==> config.mk <==
export PLATFORM = sky130hd
export DESIGN_NAME = ssdr_core
export DESIGN_NICKNAME = d
export VERILOG_FILES = /design/src/ssdr_pkg.sv /design/src/ssdr_core.sv
export SDC_FILE = /design/constraint.sdc
export NUM_CORES = 1
export LEC_CHECK = 0
export BUFFER_PORTS_ARGS = -buffer_cell sky130_fd_sc_hd__buf_4
export CAP_MARGIN = 40
export CORE_UTILIZATION = 40
export CTS_BUF_LIST = sky130_fd_sc_hd__clkbuf_16
export CTS_CLUSTER_SIZE = 16
export DETAILED_ROUTE_END_ITERATION = 12
export GPL_TIMING_DRIVEN = 0
export PLACE_DENSITY_LB_ADDON = 0.05
export SLEW_MARGIN = 20
export SYNTH_ARGS = -nofsm -noshare
export SYNTH_HDL_FRONTEND = slang
export SYNTH_SLANG_ARGS = --single-unit
==> constraint.sdc <==
create_clock -name mclk -period 3.67 [get_ports mclk]
set_input_delay 0.734 -clock mclk [delete_from_list [all_inputs] [get_ports mclk]]
set_output_delay 0.734 -clock mclk [all_outputs]
set_load 0.01 [all_outputs]
==> src/ssdr_pkg.sv <==
// package: register map, field positions and types of the serial status/data block
package ssdr_pkg;
  localparam logic [7:0] ADDR_DATA = 8'h00;
  localparam logic [7:0] ADDR_CTRL = 8'h04;
  localparam logic [7:0] ADDR_STAT = 8'h08;
  localparam int BIT_DONE = 7;
  localparam int BIT_WRITE_COLLISION_FLAG = 6;
  localparam int BIT_OVR  = 5;
  localparam int BIT_MODE_FAULT_FLAG = 4;
  localparam int BIT_RSVD = 3;
  localparam int BIT_SOD  = 2;
  localparam int BIT_SSM  = 1;
  localparam int BIT_SSI  = 0;
  localparam int BIT_IRQE = 7;
  localparam int BIT_PEN  = 6;
  localparam int BIT_MSTR = 4;
  localparam logic [7:0] CTRL_RST   = 8'h00;
  localparam logic [7:0] STAT_RST   = 8'h00;
  localparam logic [7:0] CTRL_WMASK = 8'hff;
  localparam logic [7:0] STAT_WMASK = 8'h07;
  localparam logic [3:0] SCK_HALF   = 4'h4;
  localparam logic [3:0] NBITS      = 4'h8;

  typedef struct packed {
    logic mosi;
    logic miso;
    logic sck;
    logic ss_n;
  } ssdr_pin_t;

  typedef enum logic [2:0] {
    ST_IDLE = 3'b001,
    ST_LOW  = 3'b010,
    ST_HIGH = 3'b100
  } ssdr_state_t;
endpackage

==> src/ssdr_core.sv <==
// serial status, flag and data-buffer logic with an ahb-lite register slave
`timescale 1ns/100ps
`default_nettype none
// Operation
// - done flag sets when a byte transfer ends, clears when a master transfer starts
// - done flag raises the interrupt only while interrupt enable is one
// - status access then data read or write clears the done flag
// - data writes ignored while done flag set until status is accessed
// - data write during a running transfer sets the write collision flag
// - new byte arriving with done flag still set sets overrun, may interrupt
// - reading the status register clears overrun
// - select input low while master sets the mode fault flag
// - mode fault raises the interrupt when interrupt enable is one
// - control read while mode fault set, then control write, clears it
// - mode fault clears peripheral enable and master select bits
// - output disable stops driving mosi as master, miso as slave
// - with output disable clear, data output driven only if enabled
// - select management ignores the select pin and uses the internal level
// - internal level zero means selected, one means deselected
// - master data write starts sending and receiving one more byte
// - on the final serial clock the received byte goes to the buffer unless done is still set
// - data read returns the buffer, never the live shift register
// - all three events share one interrupt gated by the common enable
module ssdr_core (
  // clock and reset
  input  wire logic        mclk,
  input  wire logic        rst_n,
  // ahb-lite slave
  input  wire logic        hsel,
  input  wire logic [7:0]  haddr,
  input  wire logic [1:0]  htrans,
  input  wire logic        hwrite,
  input  wire logic [2:0]  hsize,
  input  wire logic [31:0] hwdata,
  input  wire logic        hready,
  output logic [31:0]      hrdata,
  output logic             hreadyout,
  output logic             hresp,
  // serial pins, enables low while driving
  input  wire logic        sck_in,
  output logic             sck_out,
  output logic             sck_oe_n,
  input  wire logic        mosi_in,
  output logic             mosi_out,
  output logic             mosi_oe_n,
  input  wire logic        miso_in,
  output logic             miso_out,
  output logic             miso_oe_n,
  input  wire logic        ss_n_in,
  // interrupt request
  output logic             irq
);
  logic [7:0] ctrl_r, stat_r, shift_r, rxbuf_r;
  logic       ph_valid_r, ph_write_r;
  logic [7:0] ph_addr_r;
  logic       stat_seen_r, write_collision_flag_seen_r, ctrl_seen_r;
  logic [3:0] bitcnt_r, div_r;
  ssdr_pkg::ssdr_state_t st_r;
  ssdr_pkg::ssdr_pin_t   s1_r, s2_r;
  logic       sck_d_r;

  // synchronise pins, first stage read only by second
  always_ff @(posedge mclk or negedge rst_n) begin
    if (!rst_n) begin
      s1_r <= '0;
      s2_r <= '0;
    end else begin
      s1_r <= '{mosi: mosi_in, miso: miso_in, sck: sck_in, ss_n: ss_n_in};
      s2_r <= s1_r;
    end
  end

  wire master  = ctrl_r[ssdr_pkg::BIT_MSTR];
  wire pen     = ctrl_r[ssdr_pkg::BIT_PEN];
  wire irq_en  = ctrl_r[ssdr_pkg::BIT_IRQE];
  // software select overrides the pin, zero is selected
  wire sel_lvl = stat_r[ssdr_pkg::BIT_SSM] ? stat_r[ssdr_pkg::BIT_SSI] : s2_r.ss_n;
  wire busy    = (st_r != ssdr_pkg::ST_IDLE);

  // bus decode
  wire acc     = hsel & hready & htrans[1];
  wire do_wr   = ph_valid_r & ph_write_r;
  wire do_rd   = ph_valid_r & ~ph_write_r;
  wire wr_data = do_wr & (ph_addr_r == ssdr_pkg::ADDR_DATA);
  wire rd_data = do_rd & (ph_addr_r == ssdr_pkg::ADDR_DATA);
  wire wr_ctrl = do_wr & (ph_addr_r == ssdr_pkg::ADDR_CTRL);
  wire ac_ctrl = ph_valid_r & (ph_addr_r == ssdr_pkg::ADDR_CTRL);
  wire rd_stat = do_rd & (ph_addr_r == ssdr_pkg::ADDR_STAT);
  wire ac_stat = ph_valid_r & (ph_addr_r == ssdr_pkg::ADDR_STAT);
  wire wr_stat = do_wr & (ph_addr_r == ssdr_pkg::ADDR_STAT);

  // data writes locked while done flag set and status not accessed
  wire wr_lock = stat_r[ssdr_pkg::BIT_DONE] & ~stat_seen_r;
  wire start   = wr_data & ~wr_lock & ~busy & master & pen;
  wire coll    = wr_data & ~wr_lock & busy;

  assign hreadyout = 1'b1;
  assign hresp     = 1'b0;

  always_ff @(posedge mclk or negedge rst_n) begin
    if (!rst_n) begin
      ph_valid_r <= 1'b0;
      ph_write_r <= 1'b0;
      ph_addr_r  <= 8'h00;
    end else if (hready) begin
      ph_valid_r <= acc;
      ph_write_r <= hwrite;
      ph_addr_r  <= {haddr[7:2], 2'b00};
    end
  end

  // read data registered at data phase; buffer, never the shifter
  always_ff @(posedge mclk or negedge rst_n) begin
    if (!rst_n) begin
      hrdata <= 32'h0000_0000;
    end else if (acc & ~hwrite) begin
      unique case ({haddr[7:2], 2'b00})
        ssdr_pkg::ADDR_DATA: hrdata <= {24'h00_0000, rxbuf_r};
        ssdr_pkg::ADDR_CTRL: hrdata <= {24'h00_0000, ctrl_r};
        ssdr_pkg::ADDR_STAT: hrdata <= {24'h00_0000, stat_r};
        default:             hrdata <= 32'h0000_0000;
      endcase
    end
  end

  // serial engine events
  wire sck_rise = s2_r.sck & ~sck_d_r;
  wire sck_fall = ~s2_r.sck & sck_d_r;
  wire m_tick   = (div_r == ssdr_pkg::SCK_HALF - 4'h1);
  wire last_bit = (bitcnt_r == ssdr_pkg::NBITS - 4'h1);
  logic byte_end;

  always_ff @(posedge mclk or negedge rst_n) begin
    if (!rst_n) sck_d_r <= 1'b0;
    else        sck_d_r <= s2_r.sck;
  end

  always_ff @(posedge mclk or negedge rst_n) begin
    if (!rst_n) div_r <= 4'h0;
    else if (!busy || m_tick) div_r <= 4'h0;
    else div_r <= div_r + 4'h1;
  end

  // master: mode 0 clocking, sample on high, shift on fall
  // slave: external clock edges, selected and enabled only
  wire slv_ok   = pen & ~master & ~sel_lvl;
  wire samp_evt = master ? (st_r == ssdr_pkg::ST_LOW && m_tick) : (slv_ok & sck_rise);
  wire shft_evt = master ? (st_r == ssdr_pkg::ST_HIGH && m_tick) : (slv_ok & sck_fall);
  logic rx_bit_r;
  assign byte_end = shft_evt & last_bit;

  always_ff @(posedge mclk or negedge rst_n) begin
    if (!rst_n) begin
      st_r     <= ssdr_pkg::ST_IDLE;
      bitcnt_r <= 4'h0;
      shift_r  <= 8'h00;
      rx_bit_r <= 1'b0;
    end else begin
      unique case (st_r)
        ssdr_pkg::ST_IDLE: begin
          bitcnt_r <= 4'h0;
          if (start) begin
            shift_r <= hwdata[7:0];
            st_r    <= ssdr_pkg::ST_LOW;
          end else if (slv_ok && sck_rise) begin
            rx_bit_r <= s2_r.mosi;
            st_r     <= ssdr_pkg::ST_HIGH;
          end else if (wr_data && !wr_lock && !master) begin
            shift_r <= hwdata[7:0];
          end
        end
        ssdr_pkg::ST_LOW: begin
          if (!pen) st_r <= ssdr_pkg::ST_IDLE;
          else if (samp_evt) begin
            rx_bit_r <= master ? s2_r.miso : s2_r.mosi;
            st_r     <= ssdr_pkg::ST_HIGH;
          end
        end
        ssdr_pkg::ST_HIGH: begin
          if (!pen) st_r <= ssdr_pkg::ST_IDLE;
          else if (shft_evt) begin
            shift_r  <= {shift_r[6:0], rx_bit_r};
            bitcnt_r <= bitcnt_r + 4'h1;
            st_r     <= last_bit ? ssdr_pkg::ST_IDLE : ssdr_pkg::ST_LOW;
          end
        end
        default: st_r <= ssdr_pkg::ST_IDLE;
      endcase
    end
  end

  // buffer copy on the final clock, skipped on overrun to keep unread byte
  always_ff @(posedge mclk or negedge rst_n) begin
    if (!rst_n) rxbuf_r <= 8'h00;
    else if (byte_end && !stat_r[ssdr_pkg::BIT_DONE]) rxbuf_r <= {shift_r[6:0], rx_bit_r};
  end

  // status read arms the clearing sequences
  always_ff @(posedge mclk or negedge rst_n) begin
    if (!rst_n) begin
      stat_seen_r <= 1'b0;
      write_collision_flag_seen_r <= 1'b0;
    end else begin
      if (ac_stat) stat_seen_r <= stat_r[ssdr_pkg::BIT_DONE];
      else if (wr_data || rd_data) stat_seen_r <= 1'b0;
      if (rd_stat) write_collision_flag_seen_r <= stat_r[ssdr_pkg::BIT_WRITE_COLLISION_FLAG];
      else if (rd_data) write_collision_flag_seen_r <= 1'b0;
    end
  end

  always_ff @(posedge mclk or negedge rst_n) begin
    if (!rst_n) ctrl_seen_r <= 1'b0;
    else if (ac_ctrl && !wr_ctrl) ctrl_seen_r <= stat_r[ssdr_pkg::BIT_MODE_FAULT_FLAG];
    else if (wr_ctrl) ctrl_seen_r <= 1'b0;
  end

  wire mode_fault_flag_evt = master & pen & ~sel_lvl;

  // flags: set wins over clear
  always_ff @(posedge mclk or negedge rst_n) begin
    if (!rst_n) begin
      stat_r <= ssdr_pkg::STAT_RST;
    end else begin
      if (byte_end) stat_r[ssdr_pkg::BIT_DONE] <= 1'b1;
      else if (start || (stat_seen_r && (wr_data || rd_data))) stat_r[ssdr_pkg::BIT_DONE] <= 1'b0;
      if (coll) stat_r[ssdr_pkg::BIT_WRITE_COLLISION_FLAG] <= 1'b1;
      else if (write_collision_flag_seen_r && rd_data) stat_r[ssdr_pkg::BIT_WRITE_COLLISION_FLAG] <= 1'b0;
      if (byte_end && stat_r[ssdr_pkg::BIT_DONE]) stat_r[ssdr_pkg::BIT_OVR] <= 1'b1;
      else if (rd_stat) stat_r[ssdr_pkg::BIT_OVR] <= 1'b0;
      if (mode_fault_flag_evt) stat_r[ssdr_pkg::BIT_MODE_FAULT_FLAG] <= 1'b1;
      else if (ctrl_seen_r && wr_ctrl) stat_r[ssdr_pkg::BIT_MODE_FAULT_FLAG] <= 1'b0;
      // reserved bit kept zero regardless of software
      stat_r[ssdr_pkg::BIT_RSVD] <= 1'b0;
      if (wr_stat) stat_r[2:0] <= hwdata[2:0] & ssdr_pkg::STAT_WMASK[2:0];
    end
  end

  always_ff @(posedge mclk or negedge rst_n) begin
    if (!rst_n) ctrl_r <= ssdr_pkg::CTRL_RST;
    else begin
      if (wr_ctrl) ctrl_r <= hwdata[7:0] & ssdr_pkg::CTRL_WMASK;
      if (mode_fault_flag_evt) begin
        ctrl_r[ssdr_pkg::BIT_PEN]  <= 1'b0;
        ctrl_r[ssdr_pkg::BIT_MSTR] <= 1'b0;
      end
    end
  end

  // shared interrupt line
  assign irq = irq_en & (stat_r[ssdr_pkg::BIT_DONE] | stat_r[ssdr_pkg::BIT_OVR]
                       | stat_r[ssdr_pkg::BIT_MODE_FAULT_FLAG]);

  // pins
  wire out_en = pen & ~stat_r[ssdr_pkg::BIT_SOD];
  assign sck_out   = (st_r == ssdr_pkg::ST_HIGH) & master;
  assign sck_oe_n  = ~(pen & master);
  assign mosi_out  = shift_r[7];
  assign mosi_oe_n = ~(out_en & master);
  assign miso_out  = shift_r[7];
  assign miso_oe_n = ~(out_en & ~master & ~sel_lvl);

  a_done_sets: assert property (@(posedge mclk) disable iff (!rst_n)
    byte_end |=> stat_r[ssdr_pkg::BIT_DONE]) else $error("done flag not set");
  a_irq_gate: assert property (@(posedge mclk) disable iff (!rst_n)
    irq |-> ctrl_r[ssdr_pkg::BIT_IRQE]) else $error("irq without enable");
  a_done_clear: assert property (@(posedge mclk) disable iff (!rst_n)
    (stat_seen_r && rd_data && !byte_end) |=> !stat_r[ssdr_pkg::BIT_DONE]) else $error("done not cleared");
  a_write_lock: assert property (@(posedge mclk) disable iff (!rst_n)
    (wr_data && wr_lock) |=> $stable(st_r)) else $error("locked write acted");
  a_write_collision_flag_set: assert property (@(posedge mclk) disable iff (!rst_n)
    coll |=> stat_r[ssdr_pkg::BIT_WRITE_COLLISION_FLAG]) else $error("collision missed");
  a_ovr_set: assert property (@(posedge mclk) disable iff (!rst_n)
    (byte_end && stat_r[ssdr_pkg::BIT_DONE]) |=> stat_r[ssdr_pkg::BIT_OVR]) else $error("overrun missed");
  a_ovr_clear: assert property (@(posedge mclk) disable iff (!rst_n)
    (rd_stat && !byte_end) |=> !stat_r[ssdr_pkg::BIT_OVR]) else $error("overrun not cleared");
  a_mode_fault_flag_ctrl: assert property (@(posedge mclk) disable iff (!rst_n)
    mode_fault_flag_evt |=> stat_r[ssdr_pkg::BIT_MODE_FAULT_FLAG] && !ctrl_r[ssdr_pkg::BIT_PEN]
      && !ctrl_r[ssdr_pkg::BIT_MSTR]) else $error("mode fault handling wrong");
  a_sod_off: assert property (@(posedge mclk) disable iff (!rst_n)
    stat_r[ssdr_pkg::BIT_SOD] |-> mosi_oe_n && miso_oe_n) else $error("output driven while disabled");


  // flags hold until their own clearing sequence, so software never loses an event
  a_done_hold: assert property (@(posedge mclk) disable iff (!rst_n)
    (stat_r[ssdr_pkg::BIT_DONE] && !start && !(stat_seen_r && (wr_data || rd_data))) |=> stat_r[ssdr_pkg::BIT_DONE])
    else $error("done flag dropped");
  a_start_xfer: assert property (@(posedge mclk) disable iff (!rst_n)
    start |=> (st_r == ssdr_pkg::ST_LOW) && !stat_r[ssdr_pkg::BIT_DONE])
    else $error("master write did not start");
  a_write_collision_flag_hold: assert property (@(posedge mclk) disable iff (!rst_n)
    (stat_r[ssdr_pkg::BIT_WRITE_COLLISION_FLAG] && !(write_collision_flag_seen_r && rd_data)) |=> stat_r[ssdr_pkg::BIT_WRITE_COLLISION_FLAG])
    else $error("collision flag dropped");
  a_write_collision_flag_clear: assert property (@(posedge mclk) disable iff (!rst_n)
    (write_collision_flag_seen_r && rd_data) |=> !stat_r[ssdr_pkg::BIT_WRITE_COLLISION_FLAG])
    else $error("collision flag not cleared");
  a_write_collision_flag_quiet: assert property (@(posedge mclk) disable iff (!rst_n)
    (!stat_r[ssdr_pkg::BIT_WRITE_COLLISION_FLAG] && !coll) |=> !stat_r[ssdr_pkg::BIT_WRITE_COLLISION_FLAG])
    else $error("collision flag without collision");
  a_ovr_hold: assert property (@(posedge mclk) disable iff (!rst_n)
    (stat_r[ssdr_pkg::BIT_OVR] && !rd_stat) |=> stat_r[ssdr_pkg::BIT_OVR])
    else $error("overrun dropped");
  a_ovr_quiet: assert property (@(posedge mclk) disable iff (!rst_n)
    (!stat_r[ssdr_pkg::BIT_OVR] && !(byte_end && stat_r[ssdr_pkg::BIT_DONE])) |=> !stat_r[ssdr_pkg::BIT_OVR])
    else $error("overrun without cause");
  a_mode_fault_flag_hold: assert property (@(posedge mclk) disable iff (!rst_n)
    (stat_r[ssdr_pkg::BIT_MODE_FAULT_FLAG] && !(ctrl_seen_r && wr_ctrl)) |=> stat_r[ssdr_pkg::BIT_MODE_FAULT_FLAG])
    else $error("mode fault dropped");
  a_mode_fault_flag_clear: assert property (@(posedge mclk) disable iff (!rst_n)
    (ctrl_seen_r && wr_ctrl && !mode_fault_flag_evt) |=> !stat_r[ssdr_pkg::BIT_MODE_FAULT_FLAG])
    else $error("mode fault not cleared");

  // receive buffer moves only on an accepted copy
  a_buf_stable: assert property (@(posedge mclk) disable iff (!rst_n)
    !(byte_end && !stat_r[ssdr_pkg::BIT_DONE]) |=> $stable(rxbuf_r))
    else $error("buffer changed outside copy");
  a_rdata_buf: assert property (@(posedge mclk) disable iff (!rst_n)
    (acc && !hwrite && ({haddr[7:2], 2'b00} == ssdr_pkg::ADDR_DATA)) |=> hrdata[7:0] == $past(rxbuf_r))
    else $error("data read not from buffer");
  a_bitcnt_max: assert property (@(posedge mclk) disable iff (!rst_n)
    bitcnt_r <= 4'h8)
    else $error("bit counter out of range");

  // one shared request line
  a_irq_source: assert property (@(posedge mclk) disable iff (!rst_n)
    irq |-> (stat_r[ssdr_pkg::BIT_DONE] || stat_r[ssdr_pkg::BIT_OVR] || stat_r[ssdr_pkg::BIT_MODE_FAULT_FLAG]))
    else $error("irq without event");
  a_irq_done: assert property (@(posedge mclk) disable iff (!rst_n)
    (irq_en && stat_r[ssdr_pkg::BIT_DONE]) |-> irq)
    else $error("done irq missing");
  a_irq_mode_fault_flag: assert property (@(posedge mclk) disable iff (!rst_n)
    (irq_en && stat_r[ssdr_pkg::BIT_MODE_FAULT_FLAG]) |-> irq)
    else $error("mode fault irq missing");

  // pin drivers
  a_out_enable: assert property (@(posedge mclk) disable iff (!rst_n)
    (pen && master && !stat_r[ssdr_pkg::BIT_SOD]) |-> !mosi_oe_n)
    else $error("mosi not driven");
  a_out_off: assert property (@(posedge mclk) disable iff (!rst_n)
    !pen |-> (mosi_oe_n && miso_oe_n))
    else $error("output driven while disabled");
  a_miso_master: assert property (@(posedge mclk) disable iff (!rst_n)
    master |-> miso_oe_n)
    else $error("miso driven as master");
  a_mosi_slave: assert property (@(posedge mclk) disable iff (!rst_n)
    !master |-> mosi_oe_n)
    else $error("mosi driven as slave");
  a_slave_desel: assert property (@(posedge mclk) disable iff (!rst_n)
    (!master && stat_r[ssdr_pkg::BIT_SSM] && stat_r[ssdr_pkg::BIT_SSI]) |-> miso_oe_n)
    else $error("deselected slave drives");
  a_slave_sel: assert property (@(posedge mclk) disable iff (!rst_n)
    (pen && !master && !stat_r[ssdr_pkg::BIT_SOD] && stat_r[ssdr_pkg::BIT_SSM] && !stat_r[ssdr_pkg::BIT_SSI])
      |-> !miso_oe_n)
    else $error("selected slave silent");
  a_sck_idle: assert property (@(posedge mclk) disable iff (!rst_n)
    !busy |-> !sck_out)
    else $error("clock runs while idle");
  a_bus_okay: assert property (@(posedge mclk) disable iff (!rst_n)
    hreadyout && !hresp)
    else $error("bus response not okay");

  c_master_byte: cover property (@(posedge mclk) disable iff (!rst_n) start ##[1:200] byte_end);
  c_slave_byte: cover property (@(posedge mclk) disable iff (!rst_n) slv_ok && byte_end);
  c_collision: cover property (@(posedge mclk) disable iff (!rst_n) $rose(stat_r[ssdr_pkg::BIT_WRITE_COLLISION_FLAG]));
  c_overrun: cover property (@(posedge mclk) disable iff (!rst_n) $rose(stat_r[ssdr_pkg::BIT_OVR]));
  c_mode_fault_flag: cover property (@(posedge mclk) disable iff (!rst_n) $rose(stat_r[ssdr_pkg::BIT_MODE_FAULT_FLAG]));
endmodule // ssdr_core
`default_nettype wire

* Yosys cells after proc, flatten, opt, wreduce, memory -nomap -nowiden
Cells that the tools add are included.
Cells by class: add/subtract/negate cells 2, equality and inequality tests 21, multiplexer cells 45, bitwise logic cells 48, reductions and logical operators 35
Operator list (count):
- $mux W8 | 5
- $and A1 B1 Y1 | 33
- $mux W1 | 24
- $pmux W8 S3 | 1
- $reduce_bool A2 Y1 | 10
- $mux W3 | 6
- $pmux W8 S2 | 1
- $ne A3 B3 Y1 const B | 5
- $not A1 Y1 | 13
- $eq A6 B1 Y1 const B | 2
- $eq A6 B2 Y1 const B | 2
- $mux W4 | 3
- $ne A2 B2 Y1 const B | 6
- $logic_and A1 B1 Y1 | 11
- $reduce_and A5 Y1 | 2
- $pmux W3 S3 | 1
- $add A4 B1 Y4 const B | 2
- $logic_not A8 Y1 | 1
- $pmux W4 S2 | 1
- $mux W7 | 1
- $logic_not A6 Y1 | 1
- $reduce_and A3 Y1 | 2
- $logic_not A1 Y1 | 5
- $eq A4 B2 Y1 const B | 1
- 9 further kinds | 12
Word-level totals: bits in registers 95, output and inout port bits 41, word-level logic and storage cells 180

* Longest topological paths before layout
Gate-level depths: netlist (run 1).
depth in word-level cells 10, gate-level depth with buffers 7, mapped depth without buffers 6

* Least setup slack after synthesis (run 1)
Ideal clock, no wire load.
kind reg2out, start register stat_r[1], end output port miso_oe_n, arrival time 1.360 ns, data required time 2.936 ns, slack 1.576 ns, cell stages (with the launch flop) 3, cell sequence dfrtp_1 > mux2_4 > or4b_2
Between the ends: longest elaborated chain between the ends 4
RTL lines:
- start: declaration | RTL line ssdr_core.sv:53 | logic [7:0] ctrl_r, stat_r, shift_r, rxbuf_r;
- start signal: assignment | RTL line ssdr_core.sv:222 | stat_r <= ssdr_pkg::STAT_RST;
- start signal: assignment | RTL line ssdr_core.sv:234 | if (wr_stat) stat_r[2:0] <= hwdata[2:0] & ssdr_pkg::STAT_WMASK[2:0];
- $mux W1 | RTL line ssdr_core.sv:77 | wire sel_lvl = stat_r[ssdr_pkg::BIT_SSM] ? stat_r[ssdr_pkg::BIT_SSI] : s2_r.ss_n;
- $not A1 Y1 | RTL line ssdr_core.sv:260 | assign miso_oe_n = ~(out_en & ~master & ~sel_lvl);
- $and A1 B1 Y1 | RTL line ssdr_core.sv:260
- $not A1 Y1 | RTL line ssdr_core.sv:260
- end: declaration | RTL line ssdr_core.sv:48 | output logic miso_oe_n,
Every way passes these cells.

* Final worst setup path (run 1)
start register st_r[2], end output port sck_out
Between the ends: longest elaborated chain between the ends 2
RTL lines:
- start: declaration | RTL line ssdr_core.sv:58 | ssdr_pkg::ssdr_state_t st_r;
- start signal: assignment | RTL line ssdr_core.sv:154 | st_r <= ssdr_pkg::ST_IDLE;
- start signal: assignment | RTL line ssdr_core.sv:164 | st_r <= ssdr_pkg::ST_LOW;
- start signal: assignment | RTL line ssdr_core.sv:167 | st_r <= ssdr_pkg::ST_HIGH;
- $eq A3 B3 Y1 | RTL line ssdr_core.sv:255 | assign sck_out = (st_r == ssdr_pkg::ST_HIGH) & master;
- $and A1 B1 Y1 | RTL line ssdr_core.sv:255
- end: declaration | RTL line ssdr_core.sv:41 | output logic sck_out,
Every way passes these cells.

==> results of run 1 <==
==> cell type report <==
class | instances | share of cell area [%]
Sequential cell | 71 | 40.3
Multi-Input combinational cell | 206 | 36.0
Timing Repair Buffer | 39 | 7.10
Buffer | 35 | 5.73
Clock buffer | 9 | 5.11
Tap cell | 108 | 3.07
Clock inverter | 7 | 2.16
Inverter | 6 | 0.511
==> layer usage <==
layer,vias to the layer above,wire (um)
met3,11,339
met2,62,3160
met1,1115,3550
met5,-,0
li1,1156,-
met4,0,164
==> metrics by stage <==
step / util, % / instances
floorplan: - / 318
global placement: 47.0 / 464
detailed placement: 47.3 / 465
CTS: 51.0 / 481
global route: 51.0 / 481
finish: 51.0 / 481
==> cell families (layout without fill, tap and decap cells) <==
family / after synthesis / in the layout / share of synthesized area [%]
AND/OR/NAND/NOR: 74 / 74 / 13.1
buffers and inverters: 41 / 96 / 7.75
multiplexers: 55 / 55 / 17.9
AO/OA/AOI/OAI: 46 / 46 / 9.48
adder cells (fa/ha/maj): 2 / 2 / 0.705
XOR/XNOR: 3 / 3 / 0.740
other: 2 / 26 / 0.212
flip-flops: 71 / 71 / 50.1
==> worst max-delay path, stage by stage (launching register included) <==
cell and delay [ns]:
dfrtp_1 0.48, nor3b_4 0.45, clkbuf_1 0.50, and2_1 0.21, buf_4 0.12
==> worst max-delay path by stage <==
stage	from	endpoint	slack, ns
global route	st_r[2]	sck_out	0.74
floorplan	stat_r[1]	miso_oe_n	1.58
detailed placement	st_r[1]	sck_out	1.19
CTS	st_r[2]	sck_out	0.82
global placement	st_r[2]	sck_out	1.18
finish	st_r[2]	sck_out	0.85
==> power by group <==
part	internal, W	switching (W)
Combinational	0.000300	0.000222
Clock	0.000595	0.000324
Sequential	0.000887	0.0000845
==> state kept, by name, summed over array words and instances, names as in the netlist, 6 cells and up <==
| register | cells |
|---|---|
| hrdata | 8 |
| shift_r | 8 |
| ctrl_r | 8 |
| rxbuf_r | 8 |
| ph_addr_r | 6 |
| stat_r | 7 |
==> placed cells by master, fill, tap and decap left out, types with 3 or more instances in the layout <==
cell type	n
nand2_1	18
nor2_1	12
clkbuf_16	9
mux2_2	32
buf_4	65
nor4_1	3
nand4bb_1	3
a22o_1	8
nor3b_1	3
nand2b_1	5
mux2_4	9
mux2i_1	14
nand3b_1	3
dfrtp_1	70
inv_1	6
nand3_1	6
nor3_1	4
a21oi_1	3
clkbuf_1	4
o21ai_0	18
o31ai_1	4
buf_2	3
conb_1	26
==> metrics.txt, run 1 <==
share of layout cells above drive strength 1=between 30% and 40%; CTS sink cnt=71; dpl hpwl=5220 um; Cell variety after synth=52; Slew HR=between 40 and 50%; busiest layer in global routing=met2; # hold bufs at CTS=0; clk buf depth=2; Peak Freq=355 MHz; multi-input logic area=1590 um2; crit share post-route=76.7%; via count=about 2,300; Final Instance Area=roughly 4400 um2; storage element area=1780 um2; Syn-to-layout area delta=24.2%; RD Place Congestion=0.738; first-pass GRT wire length=~12,000 um; H-tree depth=3; # resized after CTS=0; leakage=about 2.1 nW; met3 Track Usage GR=3.40%; die height=96.2 um; post-place setup slack=1.19 ns; Total Power Consumption=~0.0024 W; Worst-path clk slew=0.06 ns; Final Routed Wirelength=7220 um; Die ar.=9250 um2; vias in the first global route=2,218; post-synthesis sequential area ratio=approximately half; met2 usage=25.6%; # IOs=95; worst min path class=input port to asynchronous set/reset pin; Final WS setup=0.854 ns; top cells by count, synth=dfrtp_1, mux2_2, buf_4; Cell Area, Placed=between 4000 and 5000 um2; Critical Path RT=~2.9 ns; M1 GR Usage=24.7%; Slew @ Worst Pin=between 0.7 and 0.8 ns; mean post-synth cell area=roughly 12 um2; initial antenna violation count=0; Area contributors post-synth=dfrtp_1, mux2_2, buf_4; max-slew violations=0; pin count of the biggest net entering global routing=49; endpoint type of the worst setup path=output port; async set-reset flop share out of synthesis=100%; worst vdd ir=approximately 0.29 mV; worst reg-to-reg setup slack=1.28 ns; fin nets=424; worst-path fanout max=10; Critical Path AT=2.08 ns; Yosys reg bits=71; Avg WL per Cell=around 15 um; Crit Reg-Reg Startpoint=div_r[0]; synthesized area=around 3500 um2; Ys Warns=0; skew final=0.00872 ns; final hold slack=0.310 ns; post-CTS setup buffers=0; IO Port Bufs=38; power per cell area=between 500 and 600 nW/um2; TNS Setup=0 ns; TritonRoute pass-1 iters=4; DR iter-0 viols=129; endpoints failing setup=0; Synth top area share=49.3%; FF-to-FF path depth=6; Gate Count Post-Synth=between 200 and 300; status=finished, final reports clean; RSZ-0062 raised after global routing=no; DRC=0; Synth Flop Type=dfrtp_1; Final Hold Vio Count=0; Period minus WS final=2.82 ns; Initial Util=41.1%; Clock Latency Late Sink=0.33 ns; MaxCap Viol Count=0; Ant. Diodes=0; grt ovf=0; CTS tree=built; filler cell count=799; Critical R2R Capture=rxbuf_r[6]; most common cell in the netlist=dfrtp_1; root buffer cell=clkbuf_16; Critical Path Start Type=flop; Total GRT Usage=17.5%; total CTS buffers=9; post-detailed-route count of antenna-violating nets=0; EDFF count, synth=0; Site Rows=34; Vias per Instance=4.87; CP Class=flop to output port; die width=between 90 and 100 um; Yosys top cell by area=dfrtp_1; CORE AREA=8640 um2
Note: power is estimated with default switching activity, not from simulation.
==> run 2, diff against run 1 <==
==> constraint.sdc (replaced) <==
create_clock -name mclk -period 2.6 [get_ports mclk]
set_input_delay 0.52 -clock mclk [delete_from_list [all_inputs] [get_ports mclk]]
set_output_delay 0.52 -clock mclk [all_outputs]
set_load 0.01 [all_outputs]
==> metrics.txt, run 2 (synthesized netlist as in run 1, its figures left out) <==
Initial Util=41.1% (unchanged); share of layout cells above drive strength 1=38.1% (was 37.8%); IO Port Bufs=38 (unchanged); grt ovf=0 (unchanged); Site Rows=34 (unchanged); Total GRT Usage=17.5% (unchanged); filler cell count=800 (was 799); root buffer cell=clkbuf_16 (unchanged); die width=96.2 um (unchanged); Critical Path AT=1.91 ns (was 2.08 ns); CTS sink cnt=71 (unchanged); CP Class=flop to output port (unchanged); total CTS buffers=9 (unchanged); multi-input logic area=1590 um2 (unchanged); Syn-to-layout area delta=24.2% (about the same); post-detailed-route count of antenna-violating nets=0 (unchanged); Final Hold Vio Count=0 (unchanged); Clock Latency Late Sink=0.33 ns (about the same); Critical Path Start Type=flop (unchanged); DR iter-0 viols=127 (was 129); Final Routed Wirelength=7220 um (about the same); most frequent cells in the layout=dfrtp_1, buf_4, mux2_2, conb_1 (unchanged); Critical R2R Capture=rxbuf_r[2] (was rxbuf_r[6]); Vias per Instance=4.90 (was 4.87); endpoints failing setup=0 (unchanged); Ant. Diodes=0 (unchanged); power per cell area=773 nW/um2 (was 547 nW/um2); MaxCap Viol Count=0 (unchanged); dpl hpwl=5220 um (unchanged); Crit Reg-Reg Startpoint=div_r[0] (unchanged); skew final=0.00871 ns (was 0.00872 ns); via count=2,355 (was 2,344); RSZ-0062 raised after global routing=no (unchanged); clk buf depth=2 (unchanged); TritonRoute pass-1 iters=5 (was 4); vias in the first global route=2,218 (unchanged); fin nets=424 (unchanged); H-tree depth=3 (unchanged); CTS tree=built (unchanged); FF-to-FF path depth=6 (unchanged); pin count of the biggest net entering global routing=49 (unchanged); commonest non-fill, non-tap cell in the layout=dfrtp_1 (unchanged); Slew HR=48.1% (about the same); CORE AREA=8640 um2 (unchanged); Total Power Consumption=0.00341 W (was 0.00241 W); # IOs=95 (unchanged); Period minus WS final=2.43 ns; DRC=0 (unchanged); RD Place Congestion=0.738 (unchanged); Worst-path clk slew=0.06 ns (about the same); die height=96.2 um (unchanged); storage element area=1780 um2 (unchanged); leakage=2.07 nW (was 2.06 nW); Critical Path RT=2.08 ns (was 2.94 ns); first-pass GRT wire length=11,700 um (unchanged); Die ar.=9250 um2 (unchanged); Avg WL per Cell=15.0 um (about the same); worst min path class=input port to asynchronous set/reset pin (unchanged); Peak Freq=around 400 MHz; endpoint type of the worst setup path=output port (unchanged); worst-path fanout max=6 (was 10); status=finished, final reports clean (unchanged); TNS Setup=0 ns (unchanged); crit share post-route=93.6%; max-slew violations=0 (unchanged); worst vdd ir=0.371 mV (was 0.286 mV); Slew @ Worst Pin=0.778 ns (about the same); initial antenna violation count=0 (unchanged); worst reg-to-reg setup slack=0.20 ns (was 1.28 ns)
-- run 2: metrics by stage --
stage / cells / util, % / setup slack (ns) / hold slack (ns) / cell area, um2
2_1_floorplan: 318 / - / 0.579 / 0.224 / 3640
3_3_place_gp: 464 / 47.0 / 0.185 / 0.334 / 4060
3_5_place_dp: 465 / 47.3 / 0.187 / 0.337 / 4090
4_1_cts: 481 / 51.1 / 0.161 / 0.100 / 4410
5_1_grt: 481 / 51.1 / 0.0204 / 0.120 / 4410
6_report: 481 / 51.1 / 0.166 / 0.0949 / 4410
-- run 2: worst max-delay path by stage --
stage / end / cells after the start / startpoint / slack (ns)
global route: rxbuf_r[2] / 6 / div_r[0] / 0.02
detailed placement: rxbuf_r[2] / 6 / div_r[0] / 0.19
CTS: miso_oe_n / 3 / stat_r[1] / 0.16
finish: miso_oe_n / 3 / stat_r[1] / 0.17
floorplan: shift_r[0] / 6 / st_r[0] / 0.58
global placement: rxbuf_r[3] / 6 / div_r[0] / 0.19
-- run 2: routing by layer --
metal	vias to the layer above	share of wire [%]	global-route usage (%)
met3	11	5.1	3.40
met4	0	2.3	8.21
li1	1159	-	-
met5	-	0	0
met2	69	44	25.6
met1	1116	49	24.7
-- run 2: area by class of cell --
cell class                 count  share of cell area, %
buffer                        35                   5.76
tap                          108                   3.06
clock inverter                 7                   2.16
timing repair buffer          39                   7.09
sequential                    71                   40.3
clock buffer                   9                   5.11
multi-input combinational    206                   36.0
inverter                       6                  0.511
-- run 2: power by group --
group | switching, W | total (W) | internal, W
sequential | 0.000119 | 0.00137 | 0.00125
clock | 0.000459 | 0.00130 | 0.000840
combinational | 0.000313 | 0.000736 | 0.000423
total | 0.000891 | 0.00341 | 0.00252
-- run 2: critical path, stage by stage, from the launching register on --
cell	delay, ns
dfrtp_1	0.40
mux2_4	0.35
or4b_2	0.66
buf_4	0.18
-- run 2: what timing repair did --
| item | CTS | global route |
|---|---|---|
| gates resized for setup | 1 | 0 |
| hold buffers | 0 | 0 |
| buffers inserted | 0 | 0 |
| endpoints found under the hold margin | 0 | 0 |
| setup endpoints to repair | 1 | 0 |
